`config.mk`:
```
export PLATFORM = sky130hd
export DESIGN_NAME = hbf_framer
export DESIGN_NICKNAME = d
export VERILOG_FILES = /design/src/hw/hbf_framer.v
export VERILOG_INCLUDE_DIRS = /design/src /design/src/hw
export SDC_FILE = /design/constraint.sdc
export NUM_CORES = 1
export LEC_CHECK = 0
export BUFFER_PORTS_ARGS = -buffer_cell sky130_fd_sc_hd__clkbuf_2
export CORE_MARGIN = 3
export CORE_UTILIZATION = 60
export CTS_BUF_LIST = sky130_fd_sc_hd__clkbuf_4
export CTS_CLUSTER_SIZE = 16
export DETAILED_ROUTE_END_ITERATION = 6
export GPL_TIMING_DRIVEN = 0
export PLACE_DENSITY = 0.85
export RECOVER_POWER = 100
export SLEW_MARGIN = 25
export SYNTH_ARGS = -nofsm -noshare
export SYNTH_HDL_FRONTEND = slang
export SYNTH_SLANG_ARGS = --single-unit
```
`constraint.sdc`:
```
create_clock -name clk_sys -period 4.6 [get_ports clk_sys]
set_input_delay 1.38 -clock clk_sys [delete_from_list [all_inputs] [get_ports clk_sys]]
set_output_delay 1.38 -clock clk_sys [all_outputs]
set_load 0.1 [all_outputs]
```
`src/hw/hbf_consts.vh`:
```
// Constants shared by the bit-oriented framer
`ifndef HBF_CONSTS_VH
`define HBF_CONSTS_VH

`define HBF_FLAG        8'h7E
`define HBF_MARK_BYTE   8'hFF
`define HBF_RUN_STUFF   3'h5
`define HBF_RUN_FLAG    3'h6
`define HBF_RUN_SAT     3'h7
`define HBF_RUN_ZERO    3'h7

`define HBF_CRC_NONE    2'h0
`define HBF_CRC_8       2'h1
`define HBF_CRC_16      2'h2
`define HBF_CRC_32      2'h3

`define HBF_POLY8       32'h000000E0
`define HBF_POLY16      32'h00008408
`define HBF_POLY32      32'hEDB88320
`define HBF_MASK8       32'h000000FF
`define HBF_MASK16      32'h0000FFFF
`define HBF_MASK32      32'hFFFFFFFF
`define HBF_GOOD8       32'h000000CF
`define HBF_GOOD16      32'h0000F0B8
`define HBF_GOOD32      32'hDEBB20E3

`define HBF_MIN_BYTES8  3'h2
`define HBF_MIN_BYTES16 3'h3
`define HBF_MIN_BYTES32 3'h5
`define HBF_MAX_FRAME   16'hFFFD

`define HBF_ADDR_OFF    2'h0
`define HBF_ADDR_8      2'h1
`define HBF_ADDR_16     2'h2
`define HBF_ALL_STATION 8'hFF
`define HBF_NO_STATION  8'h00

`define HBF_ST_VFR      0
`define HBF_ST_CRC      1
`define HBF_ST_ABF      2
`define HBF_ST_LEN      3
`define HBF_ST_RST      4

`endif

```
`src/hw/hbf_framer.v`:
```
// Bit-oriented HDLC framer: serial transmitter and receiver for one channel
`include "hbf_consts.vh"
`timescale 1ns/100ps
`default_nettype none

module hbf_framer (
    input  wire        clk_sys,
    input  wire        resetn,
    input  wire        rx_clk,
    input  wire        rx_data,
    input  wire        tx_clk,
    output reg         tx_data_q,
    input  wire        cts_n,
    input  wire        txq_valid,
    input  wire [7:0]  txq_data,
    input  wire        txq_last,
    output reg         txq_ready,
    output reg         rxq_valid_q,
    output reg  [7:0]  rxq_data_q,
    output reg         rxq_status_q,
    input  wire [1:0]  cfg_crc_sel,
    input  wire        cfg_one_ins,
    input  wire [1:0]  cfg_addr_mode,
    input  wire        cfg_addr_fwd,
    input  wire [15:0] cfg_station_addr,
    input  wire [15:0] cfg_station_mask,
    input  wire [15:0] cfg_group_addr,
    input  wire [15:0] cfg_group_mask,
    input  wire        cfg_rlc_en,
    input  wire [15:0] cfg_rlc_len,
    input  wire        cfg_cts_en,
    input  wire        cfg_fill_marks,
    input  wire        rx_reset_cmd,
    input  wire        stat_clear,
    output reg         stat_crc_err_q,
    output reg         stat_abort_q,
    output wire        rx_synced
);

    localparam [5:0] TS_FILL  = 6'h01;
    localparam [5:0] TS_OPEN  = 6'h02;
    localparam [5:0] TS_DATA  = 6'h04;
    localparam [5:0] TS_CRC   = 6'h08;
    localparam [5:0] TS_CLOSE = 6'h10;
    localparam [5:0] TS_ABORT = 6'h20;
    localparam [2:0] RS_HUNT  = 3'h1;
    localparam [2:0] RS_ADDR  = 3'h2;
    localparam [2:0] RS_DATA  = 3'h4;

    function [31:0] crc_poly(input [1:0] sel);
        case (sel)
            `HBF_CRC_8:  crc_poly = `HBF_POLY8;
            `HBF_CRC_32: crc_poly = `HBF_POLY32;
            default:     crc_poly = `HBF_POLY16;
        endcase
    endfunction

    function [31:0] crc_init(input [1:0] sel);
        case (sel)
            `HBF_CRC_8:  crc_init = `HBF_MASK8;
            `HBF_CRC_32: crc_init = `HBF_MASK32;
            default:     crc_init = `HBF_MASK16;
        endcase
    endfunction

    // LSB-first update over one byte; the register is preset to all ones
    function [31:0] crc_byte(input [31:0] c, input [7:0] d, input [1:0] sel);
        integer i;
        reg     fb;
        begin
            crc_byte = c;
            for (i = 0; i < 8; i = i + 1) begin
                fb = crc_byte[0] ^ d[i];
                crc_byte = {1'b0, crc_byte[31:1]} ^ (fb ? crc_poly(sel) : 32'h00000000);
            end
        end
    endfunction

    function addr_ok(input [7:0] first, input [15:0] v, input wide);
        reg st;
        reg gr;
        begin
            if (wide) begin
                st = ((v ^ cfg_station_addr) & ~cfg_station_mask) == 16'h0000;
                gr = ((v ^ cfg_group_addr) & ~cfg_group_mask) == 16'h0000;
            end else begin
                st = ((v[7:0] ^ cfg_station_addr[7:0]) & ~cfg_station_mask[7:0]) == 8'h00;
                gr = ((v[7:0] ^ cfg_group_addr[7:0]) & ~cfg_group_mask[7:0]) == 8'h00;
            end
            if (first == `HBF_NO_STATION)
                addr_ok = 1'b0;
            else
                addr_ok = (first == `HBF_ALL_STATION) | st | gr;
        end
    endfunction

    // Pin synchronisers: rx_clk, rx_data, tx_clk, cts_n
    reg  [3:0] pin_s1_q;
    reg  [3:0] pin_s2_q;
    reg        rxc_prev_q;
    reg        txc_prev_q;
    wire       rx_rise = pin_s2_q[0] & ~rxc_prev_q;
    wire       rx_bit  = pin_s2_q[1];
    wire       tx_fall = ~pin_s2_q[2] & txc_prev_q;
    wire       cts_ok  = ~cfg_cts_en | ~pin_s2_q[3];

    // Transmitter
    reg [5:0]  ts_q, ts_d;
    reg [7:0]  tsh_q, tsh_d;
    reg [2:0]  tbcnt_q, tbcnt_d;
    reg [2:0]  tones_q, tones_d;
    reg [2:0]  tzeros_q, tzeros_d;
    reg [31:0] tcrc_q, tcrc_d;
    reg        tlast_q, tlast_d;
    reg [2:0]  tk_q, tk_d;
    reg        tbit_d;
    reg [2:0]  crc_nbytes;
    wire [7:0] fill_byte = cfg_fill_marks ? `HBF_MARK_BYTE : `HBF_FLAG;
    wire       start_ok  = txq_valid & cts_ok;

    always @* begin
        case (cfg_crc_sel)
            `HBF_CRC_8:  crc_nbytes = 3'h1;
            `HBF_CRC_16: crc_nbytes = 3'h2;
            `HBF_CRC_32: crc_nbytes = 3'h4;
            default:     crc_nbytes = 3'h0;
        endcase
    end

    always @* begin
        ts_d = ts_q;
        tsh_d = tsh_q;
        tbcnt_d = tbcnt_q;
        tones_d = tones_q;
        tzeros_d = tzeros_q;
        tcrc_d = tcrc_q;
        tlast_d = tlast_q;
        tk_d = tk_q;
        tbit_d = tx_data_q;
        txq_ready = 1'b0;
        if (tx_fall) begin
            if (tones_q == `HBF_RUN_STUFF) begin
                tbit_d = 1'b0;
                tones_d = 3'h0;
                tzeros_d = 3'h0;
            end else if (cfg_one_ins && tzeros_q == `HBF_RUN_ZERO) begin
                tbit_d = 1'b1;
                tones_d = 3'h0;
                tzeros_d = 3'h0;
            end else begin
                tbit_d = tsh_q[0];
                tsh_d = {1'b0, tsh_q[7:1]};
                tbcnt_d = tbcnt_q + 3'h1;
                if ((ts_q == TS_DATA) || (ts_q == TS_CRC)) begin
                    tones_d = tsh_q[0] ? tones_q + 3'h1 : 3'h0;
                    tzeros_d = tsh_q[0] ? 3'h0 :
                               (tzeros_q == `HBF_RUN_ZERO ? tzeros_q : tzeros_q + 3'h1);
                end else begin
                    tones_d = 3'h0;
                    tzeros_d = 3'h0;
                end
                if (tbcnt_q == 3'h7) begin
                    case (ts_q)
                        TS_FILL: begin
                            if (start_ok) begin
                                ts_d = TS_OPEN;
                                tsh_d = `HBF_FLAG;
                                tcrc_d = crc_init(cfg_crc_sel);
                            end else begin
                                tsh_d = fill_byte;
                            end
                        end
                        TS_OPEN, TS_DATA, TS_CLOSE: begin
                            if (ts_q == TS_DATA && tlast_q) begin
                                if (crc_nbytes == 3'h0) begin
                                    ts_d = TS_CLOSE;
                                    tsh_d = `HBF_FLAG;
                                end else begin
                                    ts_d = TS_CRC;
                                    tsh_d = ~tcrc_q[7:0];
                                    tcrc_d = {8'h00, tcrc_q[31:8]};
                                    tk_d = 3'h1;
                                end
                            end else if (ts_q == TS_CLOSE && !start_ok) begin
                                ts_d = TS_FILL;
                                tsh_d = fill_byte;
                            end else if (txq_valid) begin
                                // A frame started right after a closing flag shares it
                                ts_d = TS_DATA;
                                tsh_d = txq_data;
                                txq_ready = 1'b1;
                                tlast_d = txq_last;
                                tcrc_d = crc_byte((ts_q == TS_DATA) ? tcrc_q :
                                                  crc_init(cfg_crc_sel), txq_data, cfg_crc_sel);
                            end else begin
                                // Queue ran dry inside a frame: abort it
                                ts_d = TS_ABORT;
                                tsh_d = `HBF_MARK_BYTE;
                            end
                        end
                        TS_CRC: begin
                            if (tk_q < crc_nbytes) begin
                                tsh_d = ~tcrc_q[7:0];
                                tcrc_d = {8'h00, tcrc_q[31:8]};
                                tk_d = tk_q + 3'h1;
                            end else begin
                                ts_d = TS_CLOSE;
                                tsh_d = `HBF_FLAG;
                            end
                        end
                        default: begin
                            ts_d = TS_FILL;
                            tsh_d = fill_byte;
                        end
                    endcase
                end
            end
        end
    end

    // Receiver
    reg [2:0]  rs_q, rs_d;
    reg [2:0]  rones_q, rones_d;
    reg [2:0]  rzeros_q, rzeros_d;
    reg [2:0]  rbcnt_q, rbcnt_d;
    reg [7:0]  rsh_q, rsh_d;
    reg [31:0] rcrc_q, rcrc_d;
    reg [2:0]  rcnt_q, rcnt_d;
    reg [15:0] fcnt_q, fcnt_d;
    reg [7:0]  ahi_q, ahi_d;
    reg        afirst_q, afirst_d;
    reg        em0_v, em1_v;
    reg [8:0]  em0_d, em1_d;
    reg        set_crc, set_abf;
    reg [4:0]  sw;
    reg [2:0]  min_bytes;
    reg        pend_v_q;
    reg [8:0]  pend_d_q;
    wire [15:0] rlc_lim = (cfg_rlc_len > `HBF_MAX_FRAME) ? `HBF_MAX_FRAME : cfg_rlc_len;
    wire [2:0]  rs_start = (cfg_addr_mode == `HBF_ADDR_OFF) ? RS_DATA : RS_ADDR;
    wire        r_stuff1 = cfg_one_ins & (rzeros_q == `HBF_RUN_ZERO) & rx_bit;
    wire        crc_bad  = (cfg_crc_sel != `HBF_CRC_NONE) &&
                           (rcrc_q != (cfg_crc_sel == `HBF_CRC_8  ? `HBF_GOOD8 :
                                       cfg_crc_sel == `HBF_CRC_32 ? `HBF_GOOD32 : `HBF_GOOD16));

    assign rx_synced = ~rs_q[0];

    always @* begin
        case (cfg_crc_sel)
            `HBF_CRC_8:  min_bytes = `HBF_MIN_BYTES8;
            `HBF_CRC_32: min_bytes = `HBF_MIN_BYTES32;
            default:     min_bytes = `HBF_MIN_BYTES16;
        endcase
    end

    always @* begin
        rs_d = rs_q;
        rones_d = rones_q;
        rzeros_d = rzeros_q;
        rbcnt_d = rbcnt_q;
        rsh_d = rsh_q;
        rcrc_d = rcrc_q;
        rcnt_d = rcnt_q;
        fcnt_d = fcnt_q;
        ahi_d = ahi_q;
        afirst_d = afirst_q;
        em0_v = 1'b0;
        em0_d = 9'h000;
        em1_v = 1'b0;
        em1_d = 9'h000;
        set_crc = 1'b0;
        set_abf = 1'b0;
        sw = 5'h00;
        if (rx_reset_cmd && !rs_q[0]) begin
            sw[`HBF_ST_RST] = 1'b1;
            sw[`HBF_ST_CRC] = crc_bad;
            set_crc = crc_bad & (rcnt_q != 3'h0);
            em0_v = (rcnt_q != 3'h0);
            em0_d = {1'b1, 3'h0, sw};
            rs_d = RS_HUNT;
        end else if (rx_rise) begin
            rones_d = rx_bit ? (rones_q == `HBF_RUN_SAT ? rones_q : rones_q + 3'h1) : 3'h0;
            rzeros_d = rx_bit ? 3'h0 :
                       (rzeros_q == `HBF_RUN_ZERO ? rzeros_q : rzeros_q + 3'h1);
            if (rones_q == `HBF_RUN_STUFF && !rx_bit)
                rzeros_d = 3'h0;
            if (r_stuff1)
                rones_d = 3'h0;
            if (rones_q == `HBF_RUN_FLAG && !rx_bit) begin
                if (!rs_q[0] && rcnt_q != 3'h0) begin
                    sw[`HBF_ST_VFR] = (rbcnt_q == `HBF_RUN_FLAG) && (rcnt_q >= min_bytes)
                                      && rs_q[2];
                    sw[`HBF_ST_CRC] = crc_bad;
                    set_crc = crc_bad;
                    em0_v = 1'b1;
                    em0_d = {1'b1, 3'h0, sw};
                end
                rs_d = rs_start;
                rcrc_d = crc_init(cfg_crc_sel);
                rcnt_d = 3'h0;
                fcnt_d = 16'h0000;
                rbcnt_d = 3'h0;
                afirst_d = 1'b0;
            end else if (rones_q == `HBF_RUN_FLAG && rx_bit) begin
                if (!rs_q[0] && rcnt_q != 3'h0) begin
                    sw[`HBF_ST_ABF] = 1'b1;
                    sw[`HBF_ST_CRC] = crc_bad;
                    set_crc = crc_bad;
                    set_abf = 1'b1;
                    em0_v = 1'b1;
                    em0_d = {1'b1, 3'h0, sw};
                end
                rs_d = RS_HUNT;
            end else if (rones_q < `HBF_RUN_STUFF && !r_stuff1 && !rs_q[0]) begin
                // Deleted stuff bits and the sixth one never reach here
                rsh_d = {rx_bit, rsh_q[7:1]};
                rbcnt_d = rbcnt_q + 3'h1;
                if (rbcnt_q == 3'h7) begin
                    rcrc_d = crc_byte(rcrc_q, rsh_d, cfg_crc_sel);
                    rcnt_d = (rcnt_q == 3'h7) ? rcnt_q : rcnt_q + 3'h1;
                    if (rs_q[1]) begin
                        if (cfg_addr_mode == `HBF_ADDR_16 && !afirst_q) begin
                            ahi_d = rsh_d;
                            afirst_d = 1'b1;
                        end else if (cfg_addr_mode == `HBF_ADDR_16 &&
                                     addr_ok(ahi_q, {ahi_q, rsh_d}, 1'b1)) begin
                            rs_d = RS_DATA;
                            em0_v = cfg_addr_fwd;
                            em0_d = {1'b0, ahi_q};
                            em1_v = cfg_addr_fwd;
                            em1_d = {1'b0, rsh_d};
                            fcnt_d = cfg_addr_fwd ? fcnt_q + 16'h0002 : fcnt_q;
                        end else if (cfg_addr_mode != `HBF_ADDR_16 &&
                                     addr_ok(rsh_d, {8'h00, rsh_d}, 1'b0)) begin
                            rs_d = RS_DATA;
                            em0_v = cfg_addr_fwd;
                            em0_d = {1'b0, rsh_d};
                            fcnt_d = cfg_addr_fwd ? fcnt_q + 16'h0001 : fcnt_q;
                        end else begin
                            rs_d = RS_HUNT;
                        end
                    end else begin
                        em0_v = 1'b1;
                        em0_d = {1'b0, rsh_d};
                        fcnt_d = fcnt_q + 16'h0001;
                        if (cfg_rlc_en && fcnt_d == rlc_lim) begin
                            sw[`HBF_ST_LEN] = 1'b1;
                            em1_v = 1'b1;
                            em1_d = {1'b1, 3'h0, sw};
                            rs_d = RS_HUNT;
                        end
                    end
                end
            end
        end
    end

    always @(posedge clk_sys) begin
        if (!resetn) begin
            pin_s1_q <= 4'hF;
            pin_s2_q <= 4'hF;
            rxc_prev_q <= 1'b1;
            txc_prev_q <= 1'b1;
            ts_q <= TS_FILL;
            tsh_q <= `HBF_MARK_BYTE;
            tbcnt_q <= 3'h0;
            tones_q <= 3'h0;
            tzeros_q <= 3'h0;
            tcrc_q <= 32'h00000000;
            tlast_q <= 1'b0;
            tk_q <= 3'h0;
            tx_data_q <= 1'b1;
            rs_q <= RS_HUNT;
            rones_q <= 3'h0;
            rzeros_q <= 3'h0;
            rbcnt_q <= 3'h0;
            rsh_q <= 8'h00;
            rcrc_q <= 32'h00000000;
            rcnt_q <= 3'h0;
            fcnt_q <= 16'h0000;
            ahi_q <= 8'h00;
            afirst_q <= 1'b0;
            pend_v_q <= 1'b0;
            pend_d_q <= 9'h000;
            rxq_valid_q <= 1'b0;
            rxq_data_q <= 8'h00;
            rxq_status_q <= 1'b0;
            stat_crc_err_q <= 1'b0;
            stat_abort_q <= 1'b0;
        end else begin
            pin_s1_q <= {cts_n, tx_clk, rx_data, rx_clk};
            pin_s2_q <= pin_s1_q;
            rxc_prev_q <= pin_s2_q[0];
            txc_prev_q <= pin_s2_q[2];
            ts_q <= ts_d;
            tsh_q <= tsh_d;
            tbcnt_q <= tbcnt_d;
            tones_q <= tones_d;
            tzeros_q <= tzeros_d;
            tcrc_q <= tcrc_d;
            tlast_q <= tlast_d;
            tk_q <= tk_d;
            tx_data_q <= tbit_d;
            rs_q <= rs_d;
            rones_q <= rones_d;
            rzeros_q <= rzeros_d;
            rbcnt_q <= rbcnt_d;
            rsh_q <= rsh_d;
            rcrc_q <= rcrc_d;
            rcnt_q <= rcnt_d;
            fcnt_q <= fcnt_d;
            ahi_q <= ahi_d;
            afirst_q <= afirst_d;
            // Second word of a cycle waits one clock in the pending slot
            if (pend_v_q) begin
                rxq_valid_q <= 1'b1;
                {rxq_status_q, rxq_data_q} <= pend_d_q;
                pend_v_q <= em0_v;
                pend_d_q <= em0_d;
            end else begin
                rxq_valid_q <= em0_v | em1_v;
                {rxq_status_q, rxq_data_q} <= em0_v ? em0_d : em1_d;
                pend_v_q <= em0_v & em1_v;
                pend_d_q <= em1_d;
            end
            // Hardware set wins over a simultaneous clear
            stat_crc_err_q <= set_crc | (stat_crc_err_q & ~stat_clear);
            stat_abort_q <= set_abf | (stat_abort_q & ~stat_clear);
        end
    end

endmodule // hbf_framer

`default_nettype wire

```
==> run_results.csv, run 1 <==
group,metric,value,unit
worst_setup_path,critPathLaunchType,"primary input",
final_layout,synthToLayoutAreaGrowth,9.61,%
grt,antenna_found_initial,1,
sta,holdWs,0.424,ns
drt,drcViolationCount,5,
worst_setup_path,endpoint_kind,"output pin",
power_and_ir_drop,internal_power,1.98,mW
worst_setup_path,timing.rr.end,"tcrc_q[6]$_SDFFE_PN0P_",
drt,ant_nets,0,
grt,grt_pass1_wl,74200,µm
power_and_ir_drop,p_sw_frac,0.330,
drt,routed-wl-met2,20800,µm
drt,viasPerCell,6.78,
logic_synthesis,async_flop_share,0,
power_and_ir_drop,total_power,2.95,mW
final_layout,nets,2026,
worst_setup_path,slowest_stage,"a221oi_1",
drt,first_pass_iters,7,
worst_setup_path,reg2reg_depth,13,
clock_tree,cts.sinks,171,
place,place_congestion,1.09,
drt,vias,14780,
logic_synthesis,syn_nets,1892,
logic_synthesis,synth.cell_area,0.0129,mm²
floorplanning,core,0.0211,mm²
worst_setup_path,r2r_slack,0.21,ns
logic_synthesis,syn_inst,1759,
final_layout,design_area,0.0142,mm²
drt,wl_per_cell,22.5,µm
power_and_ir_drop,irDropWorstVdd,133,µV
worst_setup_path,slowest_delay,0.53,ns
sta,rsz0062_at_grt,"no",
clock_tree,cts_tree,"done",
worst_setup_path,critPathRequiredTime,3.22,ns
power_and_ir_drop,p_seq_frac,0.506,
sta,setup-violations-final,0,
worst_setup_path,arrival,3.12,ns
sta,fin_setup_tns,0,ns
outcome,status,"finished with violations",
sta,finalHoldViolations,0,
logic_synthesis,synth_top_area_frac,0.265,
grt,grt_pass1_vias,13307,
worst_setup_path,timing.rr.start,"ts_q[2]$_SDFFE_PN0P_",
grt,grt_usage,0.399,
final_layout,regArea,0.00342,mm²
run,max-cap-violations,0,
floorplanning,die_x,153,µm
final_layout,final_cells,2181,
worst_setup_path,startpoint,"cfg_one_ins",
sta,slew_viol_final,0,
clock_tree,post_cts_buffers,0,
logic_synthesis,synth.largest_area_cell,"dfxtp_1",
sta,min_period,4.50,ns
clock_tree,cts_buffer_depth,2,
grt,grt-ovfl-total,0,
logic_synthesis,avgSynthCellArea,7.35,µm²
drt,drt_iter0_drc,2048,
worst_setup_path,worstPathMaxFanout,6,
worst_hold_path,hold_depth,1,
power_and_ir_drop,p_sw,0.976,mW
worst_setup_path,cp_cell_sequence,"clkbuf_2, a221oi_1, nand2_1, nor3_2, clkbuf_4",
worst_setup_path,critPathKind,"in -> out",
worst_hold_path,hold_end,"pin_s2_q[3]$_SDFF_PN1_",
sta,worst_pin_slew,1.39,ns
clock_tree,cts_buffers,17,
floorplanning,initial_core_util,0.613,
floorplanning,die_y,153,µm
drt,wl_met3,7160,µm
drt,wl_met1,19500,µm
floorplanning,io_pins,122,
final_layout,multi_input_area,0.00894,mm²
power_and_ir_drop,p_comb_frac,0.187,
clock_tree,clk_pin_slew_worst_paths,0.16,ns
place,port_buffers,116,
floorplanning,num_rows,53,
final_layout,drive_gt1_frac,0.0992,
logic_synthesis,synth_edf_count,0,
clock_tree,cts_root_buffer,"clkbuf_4",
power_and_ir_drop,p_per_area,208,mW/mm²
final_layout,final_common_cell,"nand2_1",
logic_synthesis,synth.area.top_cells,"dfxtp_1 (26%), xnor2_1 (10%), a21oi_1 (5.8%), nand2_1 (5.6%), o21ai_0 (5.1%)",
drt,highest_layer,"met4",
clock_tree,clk_latency,0.63,ns
logic_synthesis,yosysSeqAreaShare,0.265,
drt,drt-total-wl,49200,µm
worst_hold_path,min-delay-start,"pin_s1_q[3]$_SDFF_PN1_",
worst_hold_path,hold_class,"reg -> reg",
logic_synthesis,ys_ff_latch,171,
place,dpl.cell_count,2150,
grt,grt_max_degree,17,
logic_synthesis,yosysWarnings,0,
logic_synthesis,synth_cell_types,75,
place,placed_area,0.0139,mm²
power_and_ir_drop,clock_power_share,0.307,
outcome,violations,"DRC",
clock_tree,h-tree-depth,4,
sta,finalClockSkew,0.0255,ns
logic_synthesis,synthFlopType,"dfxtp_1",
final_layout,fill_cells,1871,
sta,fmax,0.222,GHz
final_layout,final_cell_mix,"nand2_1 (194), dfxtp_1 (171), nor2_1 (167), a21oi_1 (151), xnor2_1 (145)",
power_and_ir_drop,p_leak,5.11,nW
place,hpwl,36000,µm
sta,slew_headroom,0.0496,
sta,layout_worst_path_cycle_share,0.979,
floorplanning,dieArea,0.0233,mm²
[worst max-delay path: cells and delay by family]
family          cells  cell delay [ns]
buf+inv             2             0.56
compound gates      1             0.53
simple gates        2             0.65
[worst max path at each step]
stage	end	slack, ns	cells past startpoint
after global placement	tcrc_q[14]$_SDFFE_PN0P_	-1.52	14
after detailed placement	tcrc_q[14]$_SDFFE_PN0P_	-1.55	14
after global routing	txq_ready	0.03	5
final	txq_ready	0.1	5
after floorplan	txq_ready	0.34	3
after CTS	txq_ready	0.02	8
[power by group through the flow]
| stage | Clock, mW | Sequential, mW | Combinational, mW |
|---|---|---|---|
| floorplan | 0 | 1.53 | 0.346 |
| global placement | 0 | 1.53 | 0.520 |
| detailed placement | 0 | 1.53 | 0.528 |
| CTS | 0.908 | 1.50 | 0.532 |
| global route | 0.957 | 1.50 | 0.582 |
| finish | 0.907 | 1.50 | 0.552 |
[stage by stage]
stage / utilization / worst slack [ns]
global route: 0.672 / 0.0275
detailed placement: 0.659 / -1.55
CTS: 0.672 / 0.0159
finish: 0.672 / 0.0986
floorplan: - / 0.344
global placement: 0.658 / -1.52
[flip-flops by register name (all words and copies together) (netlist names), 4 cells and up]
name / flops
ahi_q: 8
fcnt_q: 16
pend_d_q: 9
pin_s1_q: 4
pin_s2_q: 4
rcrc_q: 32
rsh_q: 7
rxq_data_q: 8
tcrc_q: 32
ts_q: 6
tsh_q: 8
[cell families (layout without fill, tap and decap cells)]
logic type / after synthesis / in the layout / share of synthesized area
other: 0 / 1 / 0
AOI/OAI and AO/OA: 520 / 520 / 0.253
muxes: 34 / 34 / 0.0271
xor gates and xnor gates: 202 / 202 / 0.143
and+or+nand+nor: 645 / 645 / 0.238
adders and majority gates: 26 / 26 / 0.0252
buffers and inverters: 161 / 307 / 0.0488
DFF: 171 / 171 / 0.265
[cells in the mapped netlist (11+ instances only)]
cell type,count
nor2_1,169
a31oi_1,23
o21ai_0,132
or3_1,12
xor2_1,48
o2111ai_1,11
mux2i_1,26
ha_1,26
buf_2,12
xnor2_1,148
and2_1,14
nand3_1,64
clkbuf_1,110
dfxtp_1,171
nor4_1,19
a21oi_1,151
nor3_1,39
inv_1,24
a22oi_1,19
a211oi_1,12
o211ai_1,30
a21o_1,12
nand2_1,194
o22ai_1,28
and3_1,13
nand2b_1,31
o221ai_1,11
nand4_1,33
nor2b_1,11
[area by class of cell]
type                    instances  area share
diodes                          1    0.000177
inverters                      27     0.00715
well taps                     275      0.0243
clock inverters                14     0.00945
clock buffers                  17     0.00901
flip-flops and latches        171       0.242
plain buffers                 133      0.0381
repair buffers                116      0.0398
multi-input cells            1427       0.631
[per-layer routing]
metal | GRT usage | vias up
met1 | 0.563 | 6853
met2 | 0.601 | 1113
met3 | 0.0926 | 184
met4 | 0.137 | 0
met5 | 0 | -
li1 | - | 6630
[what timing repair did]
action | CTS | global route
resized for setup | 11 | 12
hold buffers | 0 | 0
setup endpoints to repair | 46 | 23
endpoints found under the hold margin | 0 | 0
Note: power is estimated with default switching activity, not from simulation.
==> inputs of run 2 (changes only) <==
Settings changed: CTS_BUF_LIST sky130_fd_sc_hd__clkbuf_4 to sky130_fd_sc_hd__clkbuf_8.
==> run_results.csv, run 2 (synthesis results as in run 1) <==
group,metric,value,unit
outcome,status,"finished clean",
power_and_ir_drop,internal_power,2.15,mW
clock_tree,ctsHoldBuffers,0,
final_layout,final_cell_mix,"nand2_1 (193), dfxtp_1 (171), nor2_1 (168), a21oi_1 (151), xnor2_1 (146)",
sta,finalClockSkew,0.0136,ns
drt,drt_iter0_drc,2192,
sta,rsz0062_at_grt,"no",
drt,highest_layer,"met4",
place,port_buffers,116,
grt,grt-ovfl-total,0,
grt,grt_usage,0.400,
sta,slew_viol_final,0,
final_layout,fill_cells,1840,
floorplanning,io_pins,122,
power_and_ir_drop,p_seq_frac,0.472,
floorplanning,dieArea,0.0233,mm²
power_and_ir_drop,clock_power_share,0.353,
place,placed_area,0.0139,mm²
sta,finalHoldViolations,0,
worst_setup_path,worstPathMaxFanout,10,
final_layout,drive_gt1_frac,0.0992,
grt,grt_pass1_vias,13385,
floorplanning,num_rows,53,
sta,min_period,4.50,ns
worst_setup_path,cp_top_family,"simple AND/OR/NAND/NOR gates",
drt,drt-total-wl,49500,µm
power_and_ir_drop,p_sw_frac,0.320,
run,max-cap-violations,0,
power_and_ir_drop,p_leak,5.16,nW
final_layout,final_cells,2180,
drt,first_pass_iters,6,
grt,grt_max_degree,17,
power_and_ir_drop,p_comb_frac,0.175,
worst_setup_path,slowest_stage,"clkbuf_1",
floorplanning,core,0.0211,mm²
sta,holdWs,0.417,ns
clock_tree,clk_pin_slew_worst_paths,0.10,ns
clock_tree,cts_buffer_depth,2,
sta,fmax,0.222,GHz
place,place_congestion,1.09,
clock_tree,clk_latency,0.49,ns
worst_hold_path,min-delay-start,"pin_s1_q[3]$_SDFF_PN1_",
final_layout,num_antenna_cells,0,
worst_setup_path,endpoint_kind,"output pin",
place,hpwl,36000,µm
sta,setup-violations-final,0,
clock_tree,cts_buffers,17,
floorplanning,die_y,153,µm
grt,antenna_found_initial,0,
drt,wl_met1,19600,µm
final_layout,multi_input_area,0.00893,mm²
worst_setup_path,critPathKind,"reg -> out",
worst_setup_path,critPathRequiredTime,3.22,ns
final_layout,nets,2026,
drt,drcViolationCount,0,
power_and_ir_drop,irDropWorstVdd,160,µV
final_layout,final_common_cell,"nand2_1",
final_layout,regArea,0.00342,mm²
drt,vias,14881,
worst_hold_path,hold_class,"reg -> reg",
drt,wl_per_cell,22.7,µm
power_and_ir_drop,p_sw,1.01,mW
floorplanning,initial_core_util,0.613,
worst_setup_path,cp_cell_sequence,"or3_1, buf_2, clkbuf_1, nor2_1, nand2_1, nand2b_1, nor3_2, clkbuf_4",
final_layout,design_area,0.0143,mm²
clock_tree,cts_root_buffer,"clkbuf_8",
place,dpl.cell_count,2150,
final_layout,top_regs,"rcrc_q x32, tcrc_q x32, fcnt_q x16",
worst_setup_path,path_buf_inv,3,
power_and_ir_drop,p_per_area,222,mW/mm²
sta,worst_pin_slew,1.36,ns
sta,fin_setup_tns,0,ns
worst_setup_path,critPathLaunchType,"flip-flop",
drt,ant_nets,0,
drt,wl_met3,7140,µm
clock_tree,h-tree-depth,4,
clock_tree,cts.sinks,171,
worst_setup_path,timing.rr.start,"ts_q[2]$_SDFFE_PN0P_",
drt,routed-wl-met2,21000,µm
sta,layout_worst_path_cycle_share,0.979,
clock_tree,cts_tree,"done",
worst_setup_path,startpoint,"ts_q[3]$_SDFFE_PN0P_",
sta,slew_headroom,0.0688,
grt,grt_pass1_wl,74400,µm
worst_setup_path,arrival,3.12,ns
worst_setup_path,slowest_delay,0.45,ns
final_layout,synthToLayoutAreaGrowth,10.5,%
floorplanning,die_x,153,µm
drt,viasPerCell,6.83,
## run 2: cell types whose count changed in the layout (fill, tap and decap cells not counted), moves of 2 or more
cell	delta
clkbuf_8	+18
clkbuf_4	-17
clkbuf_2	-3
buf_2	+2
## run 2: layout make-up
cell class,instances,area share
multi-input cells,1427,0.625
flip-flops and latches,171,0.240
repair buffers,117,0.0400
plain buffers,132,0.0375
well taps,275,0.0241
clock buffers,18,0.0173
clock inverters,13,0.00911
inverters,27,0.00710
## run 2: through the flow
step | worst slack (ns) | utilization | total power, mW
2_1_floorplan | 0.344 | - | 1.87
3_3_place_gp | -1.52 | 0.658 | 2.05
3_5_place_dp | -1.55 | 0.659 | 2.05
4_1_cts | 0.0137 | 0.678 | 3.13
5_1_grt | 0.0251 | 0.677 | 3.23
6_report | 0.0952 | 0.677 | 3.16
## run 2: path summary, 6_finish.rpt
check                                              end  cells after the start  slack [ns]
worst max register to register  tcrc_q[6]$_SDFFE_PN0P_                     13        0.19
worst min register to register  pin_s2_q[3]$_SDFF_PN1_                      1        0.42
worst max-delay path                         txq_ready                      8         0.1
worst min-delay path            pin_s2_q[3]$_SDFF_PN1_                      1        0.42
## run 2: power groups by stage
stage	clock network (mW)	registers [mW]	logic, mW
2_1_floorplan	0	1.53	0.346
5_1_grt	1.16	1.49	0.581
4_1_cts	1.11	1.49	0.533
3_3_place_gp	0	1.53	0.520
3_5_place_dp	0	1.53	0.528
6_report	1.12	1.49	0.553
## run 2: timing repair
item | 4_1_cts | 5_1_grt
pin swaps | 0 | 1
gates resized for setup | 13 | 7
setup buffers | 0 | 1
setup endpoints to repair | 48 | 34
## run 2: layer usage
layer  track usage  vias up
met5             0        -
li1              -     6616
met2         0.606     1157
met1         0.557     6929
met4         0.146        0
met3        0.0971      179
==> inputs of run 3 (changes only) <==
Settings changed: CORE_UTILIZATION 60 to 55, PLACE_DENSITY 0.85 to 0.79.
==> run_results.csv, run 3 (synthesis results as in run 1) <==
group,metric,value,unit
worst_setup_path,path_buf_inv,4,
floorplanning,core,0.0228,mm²
drt,drcViolationCount,0,
worst_setup_path,crit_top_cell,"clkbuf_2",
place,dpl.cell_count,2188,
sta,rsz0062_at_grt,"no",
power_and_ir_drop,irDropWorstVdd,175,µV
sta,fmax,0.223,GHz
sta,slew_headroom,0.149,
worst_setup_path,critPathRequiredTime,4.95,ns
clock_tree,cts_root_buffer,"clkbuf_8",
final_layout,num_antenna_cells,0,
floorplanning,dieArea,0.0254,mm²
place,port_buffers,116,
clock_tree,clk_latency,0.49,ns
grt,grt_pass1_wl,75700,µm
worst_setup_path,worstPathMaxFanout,11,
final_layout,top_regs,"rcrc_q x32, tcrc_q x32, fcnt_q x16",
clock_tree,cts_buffers,17,
final_layout,multi_input_area,0.00895,mm²
place,place_congestion,1.06,
final_layout,drive_gt1_frac,0.0992,
floorplanning,die_y,159,µm
worst_setup_path,endpoint_kind,"flip-flop",
worst_setup_path,critPathLaunchType,"primary input",
drt,vias,14528,
worst_setup_path,critPathKind,"in -> reg",
final_layout,final_cells,2219,
place,placed_area,0.0139,mm²
drt,drt_iter0_drc,1971,
sta,slew_viol_final,0,
sta,finalHoldViolations,0,
final_layout,design_area,0.0144,mm²
power_and_ir_drop,p_per_area,224,mW/mm²
grt,grt_usage,0.375,
clock_tree,cts_tree,"done",
final_layout,nets,2026,
sta,layout_worst_path_cycle_share,0.976,
clock_tree,cts_buffer_depth,2,
clock_tree,ctsHoldBuffers,0,
floorplanning,num_rows,55,
drt,drt-total-wl,49700,µm
final_layout,synthToLayoutAreaGrowth,11.3,%
clock_tree,cts.sinks,171,
outcome,status,"finished clean",
floorplanning,initial_core_util,0.566,
drt,first_pass_iters,5,
run,max-cap-violations,0,
place,hpwl,36700,µm
sta,worst_slack,0.110,ns
floorplanning,die_x,159,µm
worst_setup_path,cp_cell_sequence,"clkbuf_2, clkbuf_2, nand2_2, clkbuf_2, clkbuf_2, ha_1, a21o_1, nand2_1, o2111a_2, o21ai_0, a221oi_2, nor2_1",
grt,antenna_found_initial,0,
clock_tree,h-tree-depth,4,
final_layout,final_common_cell,"nand2_1",
final_layout,fill_cells,2149,
worst_setup_path,startpoint,"cfg_crc_sel[0]",
power_and_ir_drop,p_leak,5.19,nW
drt,ant_nets,0,
sta,finalClockSkew,0.0307,ns
worst_hold_path,min-delay-start,"pin_s1_q[2]$_SDFF_PN1_",
worst_setup_path,slowest_stage,"a221oi_2",
place,dpl_worst_slack,-1.51,ns
worst_hold_path,hold_class,"reg -> reg",
worst_setup_path,cp_top_family,"buffers and inverters",
grt,grt_max_degree,18,
sta,setup-violations-final,0,
clock_tree,clk_pin_slew_worst_paths,0.11,ns
sta,worst_pin_slew,1.24,ns
final_layout,final_util,0.630,
final_layout,final_cell_mix,"nand2_1 (193), dfxtp_1 (171), nor2_1 (168), a21oi_1 (151), xnor2_1 (145)",
grt,grt_pass1_vias,13173,
floorplanning,io_pins,122,
worst_setup_path,slowest_delay,0.42,ns
drt,wl_per_cell,22.4,µm
worst_setup_path,timing.rr.start,"rsh_q[1]$_SDFFE_PN0P_",
grt,grt-ovfl-total,0,
final_layout,regArea,0.00342,mm²
worst_setup_path,arrival,4.84,ns
drt,viasPerCell,6.55,
sta,min_period,4.49,ns
-- run 3: repair_timing --
| action | in CTS | in global routing |
|---|---|---|
| setup buffers | 0 | 0 |
| resized for setup | 11 | 15 |
| gates cloned | 0 | 0 |
| endpoints found under the setup margin | 49 | 33 |
-- run 3: area by class of cell --
cell class,instances,share of cell area
Multi-Input combinational cell,1427,0.622
Sequential cell,171,0.238
Timing Repair Buffer,116,0.0391
Buffer,133,0.0376
Tap cell,313,0.0272
Clock buffer,17,0.0163
Clock inverter,15,0.0126
Inverter,27,0.00705
-- run 3: per-stage QoR --
stage	setup TNS (ns)	hold slack [ns]	total power, mW
4_1_cts	0	0.422	3.21
3_3_place_gp	-53.14	0.393	2.05
3_5_place_dp	-52.86	0.395	2.05
6_report	0	0.415	3.22
2_1_floorplan	0	0.386	1.87
5_1_grt	0	0.442	3.31
-- run 3: routing by layer --
layer / vias to the layer above / share of wire / track usage
li1: 6628 / - / -
met3: 141 / 0.12 / 0.0741
met2: 936 / 0.42 / 0.568
met1: 6823 / 0.42 / 0.534
met5: - / 0 / 0
met4: 0 / 0.032 / 0.127
-- run 3: final timing paths --
path,to,slack (ns),cells after the start
min,pin_s2_q[2]$_SDFF_PN1_,0.42,1
max,tcrc_q[8]$_SDFFE_PN0P_,0.11,12
min reg2reg,pin_s2_q[2]$_SDFF_PN1_,0.42,1
max reg2reg,fcnt_q[10]$_SDFFE_PN0P_,0.26,10
-- run 3: power by group --
group          leakage (nW)  internal, mW  total [mW]  switching [mW]
Clock                 0.206         0.505        1.18           0.675
Combinational          3.60         0.208       0.548           0.341
Sequential             1.38          1.49        1.49         0.00458
Total                  5.19          2.20        3.22            1.02
